===== src/hdl/csq_defs.svh =====
`ifndef CSQ_DEFS_SVH
`define CSQ_DEFS_SVH

// Register map: each select owns a base word and a mask word
`define CSQ_SEL_STRIDE      8'h0C
`define CSQ_BASE_OFS        8'h00
`define CSQ_MASK_OFS        8'h04
`define CSQ_STATUS_OFS      8'hF0

// Mask register fields
`define CSQ_ADDR_MASK_HI    31
`define CSQ_ADDR_MASK_LO    16
`define CSQ_WP_BIT          8
`define CSQ_DMA_MASK_BIT    6
`define CSQ_CI_BIT          5
`define CSQ_SUP_CODE_BIT    4
`define CSQ_SUP_DATA_BIT    3
`define CSQ_USR_CODE_BIT    2
`define CSQ_USR_DATA_BIT    1
`define CSQ_V_BIT           0
`define CSQ_MASK_RW_BITS    32'hFFFF017F

// Base register fields
`define CSQ_BA_HI           31
`define CSQ_BA_LO           16

`endif


===== src/hdl/csq_pkg.sv =====
package csq_pkg;
    typedef enum logic [2:0] {
        CSQ_SPACE_USR_DATA,
        CSQ_SPACE_USR_CODE,
        CSQ_SPACE_SUP_DATA,
        CSQ_SPACE_SUP_CODE,
        CSQ_SPACE_INTR,
        CSQ_SPACE_DMA
    } csq_space_type;
endpackage


===== src/hdl/csq_decode.sv =====
`timescale 1ns/1ps
`include "csq_defs.svh"

module csq_decode
    import csq_pkg::*;
(
    input  wire logic [31:0] base_i,
    input  wire logic [31:0] mask_i,
    input  wire logic        boot_i,
    input  wire logic [31:0] addr_i,
    input  wire logic        write_i,
    input  wire logic [5:0]  space_onehot_i,
    output logic             hit_o
);
    logic [15:0] care;
    logic        addr_match;
    logic        sel_ok;
    logic        space_ok;
    logic        wp_block;

    assign care       = ~mask_i[`CSQ_ADDR_MASK_HI:`CSQ_ADDR_MASK_LO];
    assign addr_match = ((addr_i[31:16] ^ base_i[`CSQ_BA_HI:`CSQ_BA_LO]) & care)
                        == 16'h0000;
    assign sel_ok     = mask_i[`CSQ_V_BIT] | boot_i;
    assign space_ok   = (space_onehot_i & mask_i[`CSQ_DMA_MASK_BIT:`CSQ_USR_DATA_BIT])
                        == 6'h00;
    assign wp_block   = write_i & mask_i[`CSQ_WP_BIT];
    assign hit_o      = addr_match & sel_ok & space_ok & ~wp_block;
endmodule


===== src/hdl/csq_qualifier.sv =====
// Decided for this implementation: the strobed register port and the address map.
`timescale 1ns/1ps
`include "csq_defs.svh"

// Behaviour
// - A write into a write-protected select's range leaves that select off, with no error.
// - Write-protect 0 allows reads and writes, 1 allows reads only.
// - A cleared space mask bit lets that access space activate the select.
// - A set space mask bit turns that space's access into a plain bus cycle with no select.
// - Mask bits 6 to 1 cover DMA, interrupt, supervisor code/data, user code/data.
// - A select other than select zero never asserts while its valid bit is 0; 1 enables it.
// - Select zero is the boot select and ignores the valid bit.
// - Reset clears every valid bit.
// - Decode compares the base address with core address bits 31 to 16.
// - A set base-address mask bit makes that address bit a don't-care.
module csq_qualifier
    import csq_pkg::*;
#(
    parameter int NUM_SEL = 5
) (
    input  wire logic               ref_clk_i,
    input  wire logic               nrst_i,
    input  wire logic [7:0]         reg_addr_i,
    input  wire logic [31:0]        reg_wdata_i,
    input  wire logic               reg_wr_i,
    input  wire logic               reg_rd_i,
    output logic      [31:0]        reg_rdata_o,
    input  wire logic               acc_valid_i,
    input  wire logic [31:0]        acc_addr_i,
    input  wire logic               acc_write_i,
    input  wire logic               acc_dma_i,
    input  wire logic               acc_intr_i,
    input  wire logic               acc_super_i,
    input  wire logic               acc_code_i,
    output logic      [NUM_SEL-1:0] chip_sel_o,
    output logic                    ext_cycle_o
);
    logic [31:0]        chip_select_base [NUM_SEL];
    logic [31:0]        chip_select_mask [NUM_SEL];
    logic [NUM_SEL-1:0] hit;
    logic [5:0]         space_onehot;
    logic [NUM_SEL-1:0] hit_seen;
    logic [31:0]        next_rdata;
    csq_space_type      space;

    function automatic logic [7:0] sel_ofs(input int idx, input logic [7:0] field);
        sel_ofs = 8'((idx * 12) & 8'hFF) + field;
    endfunction

    // Interrupt acknowledge and DMA take precedence over privilege and code/data
    always_comb begin
        if (acc_dma_i) begin
            space = CSQ_SPACE_DMA;
        end else if (acc_intr_i) begin
            space = CSQ_SPACE_INTR;
        end else if (acc_super_i) begin
            space = acc_code_i ? CSQ_SPACE_SUP_CODE : CSQ_SPACE_SUP_DATA;
        end else begin
            space = acc_code_i ? CSQ_SPACE_USR_CODE : CSQ_SPACE_USR_DATA;
        end
    end

    // One-hot aligned to mask bits 6..1
    always_comb begin
        space_onehot = 6'h00;
        unique case (space)
            CSQ_SPACE_DMA:      space_onehot[5] = 1'b1;
            CSQ_SPACE_INTR:     space_onehot[4] = 1'b1;
            CSQ_SPACE_SUP_CODE: space_onehot[3] = 1'b1;
            CSQ_SPACE_SUP_DATA: space_onehot[2] = 1'b1;
            CSQ_SPACE_USR_CODE: space_onehot[1] = 1'b1;
            CSQ_SPACE_USR_DATA: space_onehot[0] = 1'b1;
        endcase
    end

    // Base registers hold no reset value beyond zero
    always_ff @(posedge ref_clk_i or negedge nrst_i) begin
        if (!nrst_i) begin
            for (int i = 0; i < NUM_SEL; i++) begin
                chip_select_base[i] <= 32'h00000000;
            end
        end else if (reg_wr_i) begin
            for (int i = 0; i < NUM_SEL; i++) begin
                if (reg_addr_i == sel_ofs(i, `CSQ_BASE_OFS)) begin
                    chip_select_base[i] <= {reg_wdata_i[`CSQ_BA_HI:`CSQ_BA_LO], 16'h0000};
                end
            end
        end
    end

    always_ff @(posedge ref_clk_i or negedge nrst_i) begin
        if (!nrst_i) begin
            for (int i = 0; i < NUM_SEL; i++) begin
                chip_select_mask[i] <= 32'h00000000;
            end
        end else if (reg_wr_i) begin
            for (int i = 0; i < NUM_SEL; i++) begin
                if (reg_addr_i == sel_ofs(i, `CSQ_MASK_OFS)) begin
                    chip_select_mask[i] <= reg_wdata_i & `CSQ_MASK_RW_BITS;
                end
            end
        end
    end

    for (genvar g = 0; g < NUM_SEL; g++) begin : g_sel
        csq_decode u_dec (
            .base_i         (chip_select_base[g]),
            .mask_i         (chip_select_mask[g]),
            .boot_i         (g == 0),
            .addr_i         (acc_addr_i),
            .write_i        (acc_write_i),
            .space_onehot_i (space_onehot),
            .hit_o          (hit[g])
        );
    end

    // Selects registered one cycle after the access is presented
    always_ff @(posedge ref_clk_i or negedge nrst_i) begin
        if (!nrst_i) begin
            chip_sel_o  <= '0;
            ext_cycle_o <= 1'b0;
        end else begin
            chip_sel_o  <= acc_valid_i ? hit : '0;
            ext_cycle_o <= acc_valid_i & (hit == '0);
        end
    end

    // Sticky record of which selects have fired, cleared by writing ones
    always_ff @(posedge ref_clk_i or negedge nrst_i) begin
        if (!nrst_i) begin
            hit_seen <= '0;
        end else begin
            logic [NUM_SEL-1:0] clr;
            clr = '0;
            if (reg_wr_i && reg_addr_i == `CSQ_STATUS_OFS) begin
                clr = reg_wdata_i[NUM_SEL-1:0];
            end
            hit_seen <= (hit_seen & ~clr) | (acc_valid_i ? hit : '0);
        end
    end

    always_comb begin
        next_rdata = 32'h00000000;
        for (int i = 0; i < NUM_SEL; i++) begin
            if (reg_addr_i == sel_ofs(i, `CSQ_BASE_OFS)) begin
                next_rdata = chip_select_base[i];
            end
            if (reg_addr_i == sel_ofs(i, `CSQ_MASK_OFS)) begin
                next_rdata = chip_select_mask[i];
            end
        end
        if (reg_addr_i == `CSQ_STATUS_OFS) begin
            next_rdata = 32'(hit_seen);
        end
    end

    always_ff @(posedge ref_clk_i or negedge nrst_i) begin
        if (!nrst_i) begin
            reg_rdata_o <= 32'h00000000;
        end else if (reg_rd_i) begin
            reg_rdata_o <= next_rdata;
        end else begin
            reg_rdata_o <= 32'h00000000;
        end
    end
endmodule


===== config.mk =====
export PLATFORM = sky130hd
export DESIGN_NAME = csq_qualifier
export DESIGN_NICKNAME = d
export VERILOG_FILES = /design/src/hdl/csq_pkg.sv /design/src/hdl/csq_decode.sv /design/src/hdl/csq_qualifier.sv
export VERILOG_INCLUDE_DIRS = /design/src /design/src/hdl
export SDC_FILE = /design/constraint.sdc
export NUM_CORES = 1
export LEC_CHECK = 0
export ABC_AREA = 1
export BUFFER_PORTS_ARGS = -buffer_cell sky130_fd_sc_hd__buf_2
export CAP_MARGIN = 25
export CORE_MARGIN = 2
export CORE_UTILIZATION = 30
export CTS_CLUSTER_DIAMETER = 150
export DETAILED_ROUTE_END_ITERATION = 10
export SLEW_MARGIN = 10
export SYNTH_ARGS = -nofsm -noshare
export SYNTH_HDL_FRONTEND = slang
export SYNTH_SLANG_ARGS = --single-unit
export TNS_END_PERCENT = 30

===== constraint.sdc =====
create_clock -name ref_clk_i -period 3.1 [get_ports ref_clk_i]
set_clock_uncertainty 0.05 [all_clocks]
set_input_delay 0 -clock ref_clk_i [delete_from_list [all_inputs] [get_ports ref_clk_i]]
set_output_delay 0 -clock ref_clk_i [all_outputs]
set_load 0.05 [all_outputs]

## Word level (Yosys, flattened, before mapping)

Cells that the tools add are included.

- Add/subtract/negate cells: 0
- Multiply operators: 0
- Div/mod/pow operators: 0
- Order comparisons: 0
- Eq/ne operators: 15
- Shifts and indexed selects: 0
- Muxes and demuxes: 25
- Bitwise logic cells: 48
- Reductions and logical operators: 24

Operator list:

| operator | number |
|---|---|
| 2-to-1 mux 32 bit | 12 |
| AND 16 bit | 5 |
| zero test 16 bit | 5 |
| NOT 16 bit | 5 |
| XOR 16 bit | 5 |
| == test 8 x 6 -> 1 bit, second input constant | 4 |
| AND 6 bit | 5 |
| zero test 6 bit | 5 |
| == test 8 x 5 -> 1 bit, second input constant | 3 |
| AND 1 bit | 20 |
| AND reduction 2 bit | 10 |
| 2-to-1 mux 5 bit | 2 |
| == test 8 x 3 -> 1 bit, second input constant | 1 |
| == test 8 x 4 -> 1 bit, second input constant | 1 |
| == test 8 bit, second input constant | 1 |
| zero test 8 bit | 1 |
| 2-to-1 mux 1 bit | 8 |
| == test 3 x 2 -> 1 bit, second input constant | 2 |
| == test 3 bit, second input constant | 2 |
| 2-to-1 mux 3 bit | 2 |
| AND 5 bit | 1 |
| zero test 5 bit | 1 |
| NOT 1 bit | 5 |
| NOT 5 bit | 1 |
| 5 further kinds | 5 |

- Bits in registers: 243
- Bits in latches: 0
- Memory bits (writable): 0
- Bits in read-only memories: 0
- Input port bits: 82
- Output and inout bits: 38
- Memories kept: 0

## Longest topological paths before layout

- Word-level depth: 13
- Gate-level depth with buffers: 14

## By module

Synthesis repeated with hierarchy kept, for this count alone.

- Cells, all modules: 1,664
- Area total of the unflattened synthesis: 12,196.7 um^2

Modules (own cells, without submodules):

| module | instances | cells each | area an instance (um^2) | sequential area each (um^2) |
|---|---|---|---|---|
| csq_qualifier | 1 | 1,149 | 10,000.8 | 5,880.6 |
| csq_decode | 5 | 103 | 439.2 | 0.0 |

## Worst setup path before layout

Ideal clock, no wire load.

- Kind: flip-flop to flip-flop
- Start: reg chip_select_base[114] in the netlist's numbering
- End: reg hit_seen[1]
- Setup time: 0.083 ns
- Arrival: 1.222 ns
- Required time: 2.967 ns
- Slack: 1.745 ns
- Stages on the path, launching flop included: 7
- Buffers on the path: 0
- Cell sequence: dfrtp_1 -> or2_2 -> nand3b_1 -> nand4_1 -> nor3_1 -> nand3_1 -> o21ai_0

- Cells in the longest elaborated chain, start to end: 8

Ends and longest elaborated chain:

| what | line | source |
|---|---|---|
| start: declaration | csq_qualifier.sv:38 | `logic [31:0] chip_select_base [NUM_SEL];` |
| start signal: indexed assignment | csq_qualifier.sv:85 | `` chip_select_base[i] <= {reg_wdata_i[`CSQ_BA_HI:`CSQ_BA_LO], 16'h0000}; `` |
| XOR 16 bit | csq_decode.sv:22 | `` assign addr_match = ((addr_i[31:16] ^ base_i[`CSQ_BA_HI:`CSQ_BA_LO]) & care) `` |
| AND 16 bit | csq_decode.sv:22 |  |
| zero test 16 bit | csq_decode.sv:22 |  |
| AND 1 bit (3 in a row) | csq_decode.sv:28 | `assign hit_o = addr_match & sel_ok & space_ok & ~wp_block;` |
| 2-to-1 mux 5 bit | csq_qualifier.sv:138 | `hit_seen <= (hit_seen & ~clr) \| (acc_valid_i ? hit : '0);` |
| OR 5 bit | csq_qualifier.sv:138 |  |
| end signal: assignment | csq_qualifier.sv:138 |  |
| end: declaration | csq_qualifier.sv:42 | `logic [NUM_SEL-1:0] hit_seen;` |

No other way between the ends.
A chain may end at the register's enable or synchronous reset.

## Worst setup path after layout

- Start: in reg_addr_i[6]
- End: reg reg_rdata_o[31]

- Cells in the longest elaborated chain, start to end: 13
- Elaborated cells between the ends (all ways): 23
- Classes of those cells: eq/ne (10); mux (12); reduce/logical (1)

Ends and longest elaborated chain:

| what | line | source |
|---|---|---|
| start: declaration | csq_qualifier.sv:23 | `input wire logic [7:0] reg_addr_i,` |
| zero test 8 bit | csq_qualifier.sv:145 | `` if (reg_addr_i == sel_ofs(i, `CSQ_BASE_OFS)) begin `` |
| 2-to-1 mux 32 bit | csq_qualifier.sv:145 |  |
| 2-to-1 mux 32 bit | csq_qualifier.sv:148 | `` if (reg_addr_i == sel_ofs(i, `CSQ_MASK_OFS)) begin `` |
| 2-to-1 mux 32 bit | csq_qualifier.sv:145 |  |
| 2-to-1 mux 32 bit | csq_qualifier.sv:148 |  |
| 2-to-1 mux 32 bit | csq_qualifier.sv:145 |  |
| 2-to-1 mux 32 bit | csq_qualifier.sv:148 |  |
| 2-to-1 mux 32 bit | csq_qualifier.sv:145 |  |
| 2-to-1 mux 32 bit | csq_qualifier.sv:148 |  |
| 2-to-1 mux 32 bit | csq_qualifier.sv:145 |  |
| 2-to-1 mux 32 bit | csq_qualifier.sv:148 |  |
| 2-to-1 mux 32 bit (*) | csq_qualifier.sv:152 | `` if (reg_addr_i == `CSQ_STATUS_OFS) begin `` |
| 2-to-1 mux 32 bit (*) | csq_qualifier.sv:160 | `end else if (reg_rd_i) begin` |
| end signal: assignment | csq_qualifier.sv:161 | `reg_rdata_o <= next_rdata;` |
| end: declaration | csq_qualifier.sv:27 | `output logic [31:0] reg_rdata_o,` |

Mark *: on every way between the ends. The rest lies on a longest branch, timed or not.

==> results_dict.tcl <==
set metrics [dict create \
    setup_ws_ns 0.745 \
    holdCritPathClass "primary input to register" \
    status "completed" \
    drive_above_1_share 0.110 \
    synth-main-ff-cell "dfrtp_1" \
    die_w_um 205 \
    end_kind "register" \
    io_pins 120 \
    layout_commonest_cell "nand2_1" \
    finalSetupViolations 0 \
    required_ns 3.46 \
    grt_usage 0.203 \
    period_share 0.760 \
    core-area_um2 39700 \
    cts_buffers 27 \
    final_area_um2 14200 \
    cpLargestDelayFamily "simple AND/OR/NAND/NOR gates" \
    place_hpwl_mm 29.7 \
    p_sw_frac 0.260 \
    ir_drop_v 0.000333 \
    tns_ns 0 \
    avgSynthCellArea_um2 7.48 \
    clockBufferDepth 3 \
    start_util 0.304 \
    slowest_delay_ns 0.78 \
    drv_slew 0 \
    ys_seq_area_frac 0.487 \
    place.gp.congestion 0.922 \
    routed_wl_mm 42.1 \
    postSynth.asyncResetShare 1.00 \
    path_buf_inv 3 \
    clock.fmax_mhz 425 \
    timing.critical_path.cells "dlygate4sd3_1, buf_2, inv_1, nand2_1, nor2_1, nand2_1, nand2_1, a21oi_1, a21oi_1" \
    hold_viol 0 \
    slowest_stage "nand2_1" \
    avgRoutedWirePerCell_um 18.6 \
    crit_fanout 12 \
    port_buffers 87 \
    die_y_um 205 \
    htree_levels 1 \
    grt_pass1_vias 10700 \
    place_area_um2 13000 \
    power_leakage_uw 0.00670 \
    clkPwrFrac 0.452 \
    rows 73 \
    rsz0062_at_grt "no" \
    clk_latency_ns 0.55 \
    via_count 11400 \
    antenna_cells 0 \
    antenna_left 0 \
    clk_pin_slew_worst_paths_ns 0.06 \
    gr-total-overflow 0 \
    crit_type "primary input to register" \
    first_iter_violations 1170 \
    grt_max_degree 88 \
    nets 1796 \
    cts_tree "built" \
    cts_root_buf "clkbuf_16" \
    instances_no_fill 2258 \
    cts_sinks 235 \
    worstMarginPinSlew_ns 0.915 \
    antenna_found_initial 1 \
    seqPwrFrac 0.456 \
    die-area_um2 41900 \
    mostFrequentLayoutCells "nand2_1 (522), dfrtp_1 (235), o21ai_0 (229), nor2_1 (136), inv_1 (133)" \
    powerDensity_nw_per_um2 510 \
    fillers 4165 \
    dr.pass1.iters 6 \
    synth-edff-count 0 \
    cp_data_arrival_time_ns 2.72 \
    p_int_uw 5350 \
    maxCapViolations 0 \
    yosys_warnings 0 \
    period_minus_slack_ns 2.36 \
    maxSlewHeadroom 0.389 \
    synth_area_um2 12100 \
    viasPerCell 5.04 \
    power_frac_comb 0.092 \
    post-route-util 0.357 \
    drc 0 \
    start_kind "primary input" \
    p_switching_uw 1880 \
    synth_cell_types 42 \
    synth_seq_cells 235 \
    placed_cells 2179 \
    crit_top_cell "nand2_1" \
    post-place-ws_ns 0.798 \
    grt_pass1_wl_mm 64.7 \
    area_growth_pct 17.5 \
    synthCells 1614 \
]
==> metal layers <==
metal,global-route usage,share of wire,vias to the layer above
met1,0.293,0.45,5474
li1,-,-,5383
met4,0.0551,0.027,2
met3,0.0264,0.072,74
met2,0.318,0.45,454
met5,0,0.00026,-
==> power by group through the flow <==
stage	Combinational (uW)	Clock, uW	Sequential, uW
2_1_floorplan	360	0	3330
3_3_place_gp	625	0	3340
3_5_place_dp	638	0	3350
4_1_cts	668	3330	3290
5_1_grt	753	3450	3310
6_report	668	3270	3300
==> worst reg2reg max path: stages (launching register included) <==
cell	delay, ns
dfrtp_1	0.40
nand2_1	0.07
nor3b_1	0.62
nor3_1	0.17
nand3_1	0.11
nor2_1	0.08
nand2_1	0.06
nand2_1	0.04
dlygate4sd3_1	0.55
==> metrics by stage <==
| stage | power (uW) | hold slack [ns] |
|---|---|---|
| after floorplan | 3690 | -0.346 |
| after global placement | 3970 | 0.0205 |
| after detailed placement | 3980 | 0.0289 |
| after CTS | 7290 | 0.0102 |
| after global routing | 7520 | 0.0386 |
| final | 7230 | 0.0230 |
==> synth_stat cells (4+ instances only) <==
cell,number,area (um2)
buf_4,15,113
nor3b_1,4,30.0
inv_2,7,26.3
o21ai_0,229,1150
nor4_1,5,31.3
a41oi_1,5,43.8
buf_6,8,90.1
a21oi_1,79,395
dfrtp_1,235,5880
nand2_1,522,1960
nand3b_1,8,60.1
inv_1,133,499
xnor2_1,9,78.8
nand3_1,38,190
clkbuf_1,28,105
buf_2,21,105
o22ai_1,13,81.3
nor3_1,8,40.0
or2_2,7,43.8
o21ai_1,52,260
nand4_1,15,93.8
o21ai_2,4,35.0
nand2_2,8,50.1
nor2_2,4,25.0
nor2_1,136,510
==> registers in the layout, indices dropped and copies added, names as in the netlist <==
register / flops
hit_seen: 5
chip_select_mask: 120
ext_cycle_o: 1
reg_rdata_o: 24
chip_sel_o: 5
chip_select_base: 80
==> cells by family after synthesis <==
logic type                share of synthesized area
AOI/OAI and AO/OA                             0.167
DFF                                           0.487
buffers and inverters                        0.0793
other                                      0.000310
xor gates and xnor gates                    0.00725
and+or+nand+nor                               0.259
==> final cells by class <==
cell class	instances	area (um2)	area share
clock buffer	38	797	0.0562
clock inverter	10	111	0.00785
inverter	143	541	0.0381
multi-input combinational	1170	5270	0.371
sequential	235	5880	0.414
tap	525	657	0.0463
timing repair buffer	137	936	0.0660
==> worst paths after layout <==
kind / startpoint / to / slack, ns / cells after the start
setup / recovery: reg_addr_i[6] / reg_rdata_o[31] / 0.74 / 9
hold / removal: reg_addr_i[7] / reg_rdata_o[1] / 0.02 / 5
setup reg to reg: chip_select_base[90] / hit_seen[2] / 0.82 / 8
hold reg to reg: chip_select_mask[101] / chip_select_mask[101] / 0.43 / 2
max in group asynchronous: nrst_i / chip_select_mask[20] / 2.18 / 3
min in group asynchronous: nrst_i / chip_select_mask[128] / 0.03 / 2
==> timing repair <==
action,in CTS,in global routing
gates resized for setup,0,0
setup endpoints to repair,0,0
hold buffers,31,0
endpoints found under the hold margin,443,0
buffers inserted,0,0
Note: power is estimated with default switching activity, not from simulation.
